$ cat config.mk
export PLATFORM = sky130hd
export DESIGN_NAME = deep_sleep_exit_control
export DESIGN_NICKNAME = d
export VERILOG_FILES = /design/src/verilog/deep_sleep_exit_pkg.sv /design/src/verilog/deep_sleep_exit_control.sv
export SDC_FILE = /design/constraint.sdc
export NUM_CORES = 1
export LEC_CHECK = 0
export BUFFER_PORTS_ARGS = -buffer_cell sky130_fd_sc_hd__buf_2
export CAP_MARGIN = 20
export CORE_MARGIN = 1
export CORE_UTILIZATION = 50
export DETAILED_ROUTE_END_ITERATION = 12
export PLACE_DENSITY = 0.78
export SLEW_MARGIN = 10
export SYNTH_ARGS = -nofsm -noshare
export SYNTH_HDL_FRONTEND = slang
export SYNTH_SLANG_ARGS = --single-unit
$ cat constraint.sdc
create_clock -name clock -period 2.42 [get_ports clock]
set_clock_uncertainty 0.15 [all_clocks]
set_input_delay 0.242 -clock clock [delete_from_list [all_inputs] [get_ports clock]]
set_output_delay 0.242 -clock clock [all_outputs]
set_load 0.05 [all_outputs]
$ cat src/verilog/deep_sleep_exit_pkg.sv
// Package with constants and types for the deep sleep exit controller.
`default_nettype none
package deep_sleep_exit_pkg;
	// Register byte offsets.
	localparam logic [11:0] ctrl_offset = 12'h000;
	localparam logic [11:0] wake_offset = 12'h004;
	localparam logic [11:0] reset_ctrl_offset = 12'h008;
	localparam logic [11:0] scratch0_offset = 12'h00c;
	localparam logic [11:0] scratch1_offset = 12'h010;
	localparam logic [11:0] pin_dir_offset = 12'h014;
	localparam logic [11:0] pin_lat_offset = 12'h018;
	localparam logic [11:0] status_offset = 12'h01c;
	// Control register fields.
	localparam int arm_bit = 15;
	localparam int brownout_bit = 1;
	localparam int unfreeze_bit = 0;
	localparam int calendar_enable_bit = 2;
	localparam int external_interrupt_zero_enable_bit = 3;
	localparam int external_interrupt_zero_polarity_bit = 4;
	localparam int secondary_oscillator_enable_bit = 5;
	localparam int sleep_cmd_bit = 6;
	// Reset control field.
	localparam int exit_flag_bit = 10;
	// Wake source flag positions.
	localparam int wake_por_bit = 0;
	localparam int wake_wdt_bit = 1;
	localparam int wake_alarm_bit = 2;
	localparam int wake_master_clear_pin_bit = 3;
	localparam int wake_external_interrupt_zero_bit = 4;
	localparam int wake_width = 5;
	localparam int pin_count = 16;
	// Arm window and reset sequence length.
	localparam int arm_window_cycles = 3;
	localparam int reset_seq_ns = 1000;
	localparam int clock_period_ns = 25;
	localparam int reset_seq_cycles = (reset_seq_ns + clock_period_ns - 1) / clock_period_ns;
	localparam logic [31:0] zero_word = 32'h00000000;
	typedef enum logic [3:0] {
		st_run = 4'h1,
		st_sleep = 4'h2,
		st_exit = 4'h4,
		st_frozen = 4'h8
	} state_type;
	typedef struct packed {
		logic por;
		logic wdt_timeout;
		logic alarm;
		logic master_clear_pin_n;
		logic external_interrupt_zero_level;
		logic brownout;
	} wake_in_type;
endpackage
`default_nettype wire
$ cat src/verilog/deep_sleep_exit_control.sv
// Deep sleep entry, wake and exit control with APB registers and pin freeze.
`timescale 1ns/100ps
`default_nettype none
module deep_sleep_exit_control
(
	// Clock and reset.
	input wire logic clock,
	input wire logic rst,
	// APB slave.
	input wire logic psel,
	input wire logic penable,
	input wire logic pwrite,
	input wire logic [11:0] paddr,
	input wire logic [31:0] pwdata,
	output logic [31:0] prdata,
	output logic pready,
	output logic pslverr,
	// Wake sources.
	input wire deep_sleep_exit_pkg::wake_in_type wake_in,
	input wire logic interrupt_pending,
	// Pins and core control.
	input wire logic [15:0] pin_in,
	output logic [15:0] pin_out,
	output logic [15:0] pin_oe,
	output logic core_reset,
	output logic interrupts_flush,
	output logic secondary_oscillator_run,
	output logic deep_sleep_active
);
	deep_sleep_exit_pkg::state_type state_reg;
	logic [15:0] ctrl_reg;
	logic [deep_sleep_exit_pkg::wake_width-1:0] wake_reg;
	logic exit_flag_reg;
	logic [31:0] scratch0_reg;
	logic [31:0] scratch1_reg;
	logic [15:0] dir_reg;
	logic [15:0] lat_reg;
	logic [1:0] arm_count_reg;
	logic [7:0] seq_count_reg;
	logic external_interrupt_zero_prev_reg;
	logic [deep_sleep_exit_pkg::wake_width-1:0] wake_next;
	logic wr;
	logic rd;
	logic sleeping;
	logic frozen;
	logic external_interrupt_zero_en;
	logic external_interrupt_zero_pol;
	assign wr = psel && penable && pwrite;
	assign rd = psel && !penable && !pwrite;
	assign sleeping = state_reg == deep_sleep_exit_pkg::st_sleep;
	assign frozen = state_reg != deep_sleep_exit_pkg::st_run;
	assign external_interrupt_zero_en = ctrl_reg[deep_sleep_exit_pkg::external_interrupt_zero_enable_bit];
	assign external_interrupt_zero_pol = ctrl_reg[deep_sleep_exit_pkg::external_interrupt_zero_polarity_bit];

	always_comb
	begin
		wake_next = '0;
		wake_next[deep_sleep_exit_pkg::wake_por_bit] = wake_in.por;
		wake_next[deep_sleep_exit_pkg::wake_wdt_bit] = wake_in.wdt_timeout;
		wake_next[deep_sleep_exit_pkg::wake_alarm_bit] = wake_in.alarm
			&& ctrl_reg[deep_sleep_exit_pkg::calendar_enable_bit];
		wake_next[deep_sleep_exit_pkg::wake_master_clear_pin_bit] = !wake_in.master_clear_pin_n;
		// A level already at the wake polarity on entry counts as a change and wakes at once.
		wake_next[deep_sleep_exit_pkg::wake_external_interrupt_zero_bit] = external_interrupt_zero_en && (wake_in.external_interrupt_zero_level == external_interrupt_zero_pol)
			&& (external_interrupt_zero_prev_reg != external_interrupt_zero_pol);
	end

	// Sleep state sequence.
	always_ff @(posedge clock)
	begin
		if (rst)
		begin
			state_reg <= deep_sleep_exit_pkg::st_run;
			seq_count_reg <= 8'h00;
		end
		else
		begin
			unique case (state_reg)
				deep_sleep_exit_pkg::st_run:
				begin
					if (wr && paddr == deep_sleep_exit_pkg::ctrl_offset
						&& pwdata[deep_sleep_exit_pkg::sleep_cmd_bit]
						&& ctrl_reg[deep_sleep_exit_pkg::arm_bit])
						state_reg <= deep_sleep_exit_pkg::st_sleep;
				end
				deep_sleep_exit_pkg::st_sleep:
				begin
					if (|wake_next)
					begin
						state_reg <= deep_sleep_exit_pkg::st_exit;
						seq_count_reg <= 8'(deep_sleep_exit_pkg::reset_seq_cycles);
					end
				end
				deep_sleep_exit_pkg::st_exit:
				begin
					seq_count_reg <= seq_count_reg - 8'h01;
					if (seq_count_reg == 8'h01)
						state_reg <= deep_sleep_exit_pkg::st_frozen;
				end
				deep_sleep_exit_pkg::st_frozen:
				begin
					if (!ctrl_reg[deep_sleep_exit_pkg::unfreeze_bit])
						state_reg <= deep_sleep_exit_pkg::st_run;
				end
			endcase
		end
	end

	// External_interrupt_zero level history, taken only while asleep.
	always_ff @(posedge clock)
	begin
		if (rst)
			external_interrupt_zero_prev_reg <= 1'b0;
		else if (!sleeping)
			external_interrupt_zero_prev_reg <= !external_interrupt_zero_pol;
		else
			external_interrupt_zero_prev_reg <= wake_in.external_interrupt_zero_level;
	end

	// Control register; arm clears on timeout and on exit.
	always_ff @(posedge clock)
	begin
		if (rst)
		begin
			ctrl_reg <= 16'h0000;
			arm_count_reg <= 2'h0;
		end
		else
		begin
			if (wr && paddr == deep_sleep_exit_pkg::ctrl_offset && !frozen)
			begin
				ctrl_reg <= pwdata[15:0];
				ctrl_reg[deep_sleep_exit_pkg::brownout_bit] <= ctrl_reg[deep_sleep_exit_pkg::brownout_bit]
					& pwdata[deep_sleep_exit_pkg::brownout_bit];
				arm_count_reg <= 2'h0;
			end
			else if (wr && paddr == deep_sleep_exit_pkg::ctrl_offset)
				ctrl_reg[deep_sleep_exit_pkg::unfreeze_bit] <= pwdata[deep_sleep_exit_pkg::unfreeze_bit];
			else if (ctrl_reg[deep_sleep_exit_pkg::arm_bit] && !sleeping)
			begin
				arm_count_reg <= arm_count_reg + 2'h1;
				if (arm_count_reg == 2'(deep_sleep_exit_pkg::arm_window_cycles - 1))
					ctrl_reg[deep_sleep_exit_pkg::arm_bit] <= 1'b0;
			end
			if (sleeping && wake_in.brownout)
				ctrl_reg[deep_sleep_exit_pkg::brownout_bit] <= 1'b1;
			if (sleeping && |wake_next)
			begin
				// Freeze survives the reset-like exit until software releases it.
				ctrl_reg[deep_sleep_exit_pkg::arm_bit] <= 1'b0;
				ctrl_reg[deep_sleep_exit_pkg::unfreeze_bit] <= 1'b1;
			end
		end
	end

	// Wake flags and exit flag; exit set wins over a clearing write.
	always_ff @(posedge clock)
	begin
		if (rst)
		begin
			wake_reg <= '0;
			exit_flag_reg <= 1'b0;
		end
		else
		begin
			if (wr && paddr == deep_sleep_exit_pkg::ctrl_offset && pwdata[deep_sleep_exit_pkg::arm_bit])
				wake_reg <= '0;
			else if (sleeping)
				wake_reg <= wake_reg | wake_next;
			if (wr && paddr == deep_sleep_exit_pkg::reset_ctrl_offset)
				exit_flag_reg <= pwdata[deep_sleep_exit_pkg::exit_flag_bit];
			if (sleeping && |wake_next)
				exit_flag_reg <= 1'b1;
		end
	end

	// Scratch registers and pin configuration; scratch never resets on exit.
	always_ff @(posedge clock)
	begin
		if (rst)
		begin
			dir_reg <= 16'hffff;
			lat_reg <= 16'h0000;
			scratch0_reg <= deep_sleep_exit_pkg::zero_word;
			scratch1_reg <= deep_sleep_exit_pkg::zero_word;
		end
		else
		begin
			if (wr && paddr == deep_sleep_exit_pkg::scratch0_offset)
				scratch0_reg <= pwdata;
			if (wr && paddr == deep_sleep_exit_pkg::scratch1_offset)
				scratch1_reg <= pwdata;
			if (wr && paddr == deep_sleep_exit_pkg::pin_dir_offset && !frozen)
				dir_reg <= pwdata[15:0];
			if (wr && paddr == deep_sleep_exit_pkg::pin_lat_offset && !frozen)
				lat_reg <= pwdata[15:0];
			// The exit is a power-on reset for the pin setup; the drivers below keep the frozen state.
			if (sleeping && |wake_next)
			begin
				dir_reg <= 16'hffff;
				lat_reg <= 16'h0000;
			end
		end
	end

	// Pin drivers hold entry state while frozen, since they update only in the run state.
	always_ff @(posedge clock)
	begin
		if (rst)
		begin
			pin_out <= 16'h0000;
			pin_oe <= 16'h0000;
		end
		else if (!frozen)
		begin
			// Drivers hold from entry until release, even though the exit resets the pin setup.
			pin_out <= lat_reg;
			pin_oe <= ~dir_reg;
		end
	end

	// Core side outputs.
	always_ff @(posedge clock)
	begin
		if (rst)
		begin
			core_reset <= 1'b0;
			interrupts_flush <= 1'b0;
			secondary_oscillator_run <= 1'b0;
			deep_sleep_active <= 1'b0;
		end
		else
		begin
			// Exit resets the core, which restarts at its reset vector.
			core_reset <= state_reg == deep_sleep_exit_pkg::st_exit;
			interrupts_flush <= state_reg == deep_sleep_exit_pkg::st_run && wr
				&& paddr == deep_sleep_exit_pkg::ctrl_offset && pwdata[deep_sleep_exit_pkg::sleep_cmd_bit]
				&& ctrl_reg[deep_sleep_exit_pkg::arm_bit] && interrupt_pending;
			secondary_oscillator_run <= ctrl_reg[deep_sleep_exit_pkg::secondary_oscillator_enable_bit];
			deep_sleep_active <= sleeping;
		end
	end

	// APB read data and responses.
	always_ff @(posedge clock)
	begin
		if (rst)
		begin
			prdata <= deep_sleep_exit_pkg::zero_word;
			pready <= 1'b0;
			pslverr <= 1'b0;
		end
		else
		begin
			pready <= psel && !penable;
			pslverr <= 1'b0;
			if (rd)
			begin
				unique case (paddr)
					deep_sleep_exit_pkg::ctrl_offset: prdata <= {16'h0000, ctrl_reg};
					deep_sleep_exit_pkg::wake_offset: prdata <= {27'h0, wake_reg};
					deep_sleep_exit_pkg::reset_ctrl_offset: prdata <= {21'h0, exit_flag_reg, 10'h0};
					deep_sleep_exit_pkg::scratch0_offset: prdata <= scratch0_reg;
					deep_sleep_exit_pkg::scratch1_offset: prdata <= scratch1_reg;
					deep_sleep_exit_pkg::pin_dir_offset: prdata <= {16'h0000, dir_reg};
					deep_sleep_exit_pkg::pin_lat_offset: prdata <= {16'h0000, lat_reg};
					deep_sleep_exit_pkg::status_offset: prdata <= {12'h000, pin_in, state_reg};
					default:
					begin
						prdata <= deep_sleep_exit_pkg::zero_word;
						pslverr <= 1'b1;
					end
				endcase
			end
		end
	end

	property p_exit_flag;
		@(posedge clock) disable iff (rst)
		(sleeping && |wake_next) |=> exit_flag_reg && !ctrl_reg[deep_sleep_exit_pkg::arm_bit];
	endproperty
	a_exit_flag: assert property (p_exit_flag)
		else $error("exit flag or arm bit wrong after wake");
	property p_arm_timeout;
		@(posedge clock) disable iff (rst)
		($rose(ctrl_reg[deep_sleep_exit_pkg::arm_bit]) && !psel) ##1 !psel [*3]
		|-> !ctrl_reg[deep_sleep_exit_pkg::arm_bit];
	endproperty
	a_arm_timeout: assert property (p_arm_timeout)
		else $error("arm bit not cleared after window");
	property p_ignore_exit;
		@(posedge clock) disable iff (rst)
		(state_reg == deep_sleep_exit_pkg::st_exit && !psel) |=> $stable(wake_reg);
	endproperty
	a_ignore_exit: assert property (p_ignore_exit)
		else $error("wake flag changed during exit");
	property p_core_reset;
		@(posedge clock) disable iff (rst)
		(sleeping && |wake_next) |=> ##1 core_reset [*4];
	endproperty
	a_core_reset: assert property (p_core_reset)
		else $error("core reset not held on exit");
	property p_master_clear_pin;
		@(posedge clock) disable iff (rst)
		(sleeping && !wake_in.master_clear_pin_n) |=> state_reg == deep_sleep_exit_pkg::st_exit;
	endproperty
	a_master_clear_pin: assert property (p_master_clear_pin)
		else $error("master clear did not wake");
	property p_alarm_gate;
		@(posedge clock) disable iff (rst)
		(sleeping && !ctrl_reg[deep_sleep_exit_pkg::calendar_enable_bit] && !psel)
		|=> !wake_reg[deep_sleep_exit_pkg::wake_alarm_bit] || $past(wake_reg[deep_sleep_exit_pkg::wake_alarm_bit]);
	endproperty
	a_alarm_gate: assert property (p_alarm_gate)
		else $error("alarm woke with calendar disabled");
	property p_freeze;
		@(posedge clock) disable iff (rst)
		(frozen && !psel) |=> $stable(pin_out) && $stable(pin_oe);
	endproperty
	a_freeze: assert property (p_freeze)
		else $error("pins changed while frozen");
	property p_wake_clear;
		@(posedge clock) disable iff (rst)
		(wr && paddr == deep_sleep_exit_pkg::ctrl_offset && pwdata[deep_sleep_exit_pkg::arm_bit]) |=> wake_reg == '0;
	endproperty
	a_wake_clear: assert property (p_wake_clear)
		else $error("wake flags not cleared on arm");
endmodule // deep_sleep_exit_control
`default_nettype wire

==> flow_metrics.py <==
metrics = {
    "run_status": {
        "status": "finished, final reports clean",
    },
    "grt": {
        "grt_antenna_before_repair": 1,
        "grt_max_degree": 49,
        "grt_pass1_wl_um": 42400,
        "grt_pass1_vias": 8056,
        "grt_overflow": 0,
        "grt_usage": 0.306,
    },
    "sta": {
        "rsz0062_at_grt": "no",
        "hold_viol": 0,
        "post-route-period-util": 0.940,
        "clock.fmax_mhz": 440,
        "worst_pin_slew_ps": 843,
        "period_needed_ps": 2280,
        "relSlewSlack": 0.438,
        "maxSlewViolCount": 0,
        "final.setup.worst_slack_ps": 145,
        "setup_viol": 0,
    },
    "critical_path": {
        "arrival_ps": 2540,
        "r2r-start": "ctrl_reg[4]",
        "worstPathRequired_ps": 2690,
        "critical_path_class": "in -> reg",
        "setup.worst_path.start_class": "input pin",
        "r2r_slack_ps": 240,
        "worst-path-max-fanout": 16,
        "critical_path.startpoint": "penable",
        "end_kind": "flip-flop",
    },
    "final_layout": {
        "area.growth.synth_to_final_pct": 26.2,
        "nets": 1304,
        "drive_gt1_frac": 0.196,
        "fin_cells": 1466,
        "final_area_um2": 10700,
    },
    "power": {
        "power.density_nw_per_um2": 666,
        "p_leak_uw": 0.00419,
        "vdd_drop_max_mv": 0.478,
        "report.power.total_uw": 7120,
    },
    "yosys": {
        "ys_warn_count": 0,
        "synth_area_leaders": "dfxtp_1 (48%), nand2_1 (14%), a21oi_1 (8.0%), mux2i_1 (3.8%), nor2_1 (2.9%)",
        "seq_area_frac_synth": 0.480,
        "syn_nets": 1124,
        "synth-seq-cells": 203,
        "synth_top_area_frac": 0.480,
        "synth_area_leader_cell": "dfxtp_1",
        "async_flop_share": 0,
        "syn_area_um2": 8470,
        "synth_ff_type": "dfxtp_1",
        "synth_cell_type_count": 63,
        "avgSynthCellArea_um2": 8.07,
        "synthCells": 1049,
        "synth-edff-count": 0,
    },
    "floorplanning": {
        "dieHeight_um": 132,
        "row_count": 47,
        "core_region_area_um2": 16600,
        "die_w_um": 132,
        "die-area_um2": 17500,
        "start_util": 0.511,
        "pin_count": 142,
    },
    "placed_design": {
        "dp.cells": 1384,
        "place_congestion": 0.934,
        "dp_slack_ps": -77.4,
        "dpl_cell_area_um2": 9570,
        "port_buffers": 141,
        "dp_hpwl_um": 17900,
    },
    "cts": {
        "cts_root_buf": "clkbuf_16",
        "clkTransAtPathRegs_ps": 60,
        "cts-resized-gates": 0,
        "cts_buffer_depth": 3,
        "clk_latency_ps": 510,
        "cts_buffers": 21,
        "cts_setup_buffers": 0,
        "cts_sinks": 203,
        "tritoncts": "done",
        "hold_buffers": 42,
        "htree_num_levels": 1,
    },
    "drt": {
        "first_pass_iters": 5,
        "ant_nets": 0,
        "drcViolationCount": 0,
        "drtIter0Drc": 1009,
        "totalWireLength_um": 26900,
        "via_count": 8484,
        "avgViaCountPerCell": 5.79,
        "wl_per_cell_um": 18.3,
    },
    "flow_run": {
        "cap_violations": 0,
    },
    "worst_hold_path": {
        "hp-class": "in -> reg",
        "min-delay-start": "pin_in[5]",
    },
}
area by class of cell:
class	instances	area, um2
antenna	2	5.00
clock buffer	26	574
clock inverter	12	121
fill	1390	5900
inverter	9	33.8
multi-input combinational	763	4030
sequential	203	4060
tap	220	275
timing repair buffer	231	1590
where the power goes:
group | switching, uW | internal (uW) | leakage (uW) | total [uW]
combinational | 319 | 174 | 0.00221 | 494
sequential | 4.89 | 3350 | 0.00164 | 3350
clock | 1360 | 1910 | 0.000339 | 3270
cell usage in the layout (no fill, tap or decap), types with 4 or more instances in the layout:
cell,synthesis,layout
a211oi_1,6,6
a21o_1,4,4
a21oi_1,136,136
a221oi_1,15,15
a22oi_1,23,23
a31oi_1,6,6
and3_1,7,7
buf_12,0,8
buf_2,23,140
buf_4,4,41
clkbuf_16,0,21
clkinv_2,0,6
dfxtp_1,203,203
dlygate4sd3_1,0,42
inv_1,9,9
mux2i_1,32,32
nand2_1,308,308
nand3_1,26,26
nand4_1,6,6
nor2_1,66,66
nor3_1,5,5
nor3b_1,8,8
o21ai_0,30,30
o22ai_1,12,12
or3_1,5,5
cell families (layout without fill, tap and decap cells):
group,count (synthesis),count (layout),share of synthesized area
other cells,0,2,0
flops,203,203,0.480
simple gates,468,468,0.246
compound gates,254,254,0.179
xor+xnor,3,3,0.00310
fa+ha+maj,3,3,0.00443
mux,35,35,0.0418
buf+inv,83,278,0.0457
synthesized netlist by cell type, drive strengths merged, types with 2 or more instances:
| cell | count |
|---|---|
| nand2 | 308 |
| dfxtp | 203 |
| a21oi | 136 |
| nor2 | 67 |
| clkbuf | 40 |
| buf | 34 |
| mux2i | 32 |
| o21ai | 30 |
| nand3 | 26 |
| a22oi | 23 |
| a221oi | 15 |
| o22ai | 12 |
| inv | 9 |
| nor3 | 8 |
| nor3b | 8 |
| and3 | 7 |
| a211oi | 6 |
| a31oi | 6 |
| nand4 | 6 |
| nor4 | 6 |
| or3 | 5 |
| a21o | 4 |
| nor4b | 4 |
| or4b | 4 |
| a311oi | 3 |
| and2 | 3 |
| ha | 3 |
| mux2 | 3 |
| nor2b | 3 |
| or2 | 3 |
| or4 | 3 |
| a2111oi | 2 |
| a21boi | 2 |
| a22o | 2 |
| nand3b | 2 |
| o21a | 2 |
| o31ai | 2 |
| xor2 | 2 |
layer usage:
layer / GRT usage / up-vias / wire (um)
met3: 0.0550 / 80 / 2680
met2: 0.482 / 474 / 12300
met5: 0 / - / 0
met1: 0.410 / 3946 / 11000
li1: - / 3984 / -
met4: 0.136 / 0 / 952
worst max-delay path, cell delays in order:
cell and delay [ps]:
dlygate4sd3_1 550, buf_2 140, or3b_2 620, or3_1 680, o21ai_0 290
path summary, 6_finish.rpt:
path	endpoint	depth (start not counted)
worst min-delay path	prdata[9]	5
worst max register to register	ctrl_reg[15]	5
worst min register to register	prdata[24]	2
worst max-delay path	prdata[22]	5
through the flow:
step / utilization / hold WS, ps / TNS, ps
final: 0.644 / 11.7 / 0
after global routing: 0.644 / 47.0 / 0
after CTS: 0.644 / 2.25 / 0
after detailed placement: 0.577 / 287 / -77.4
after global placement: 0.577 / 282 / -113
after floorplan: - / 168 / 0
(Power assumes the default switching activity.)
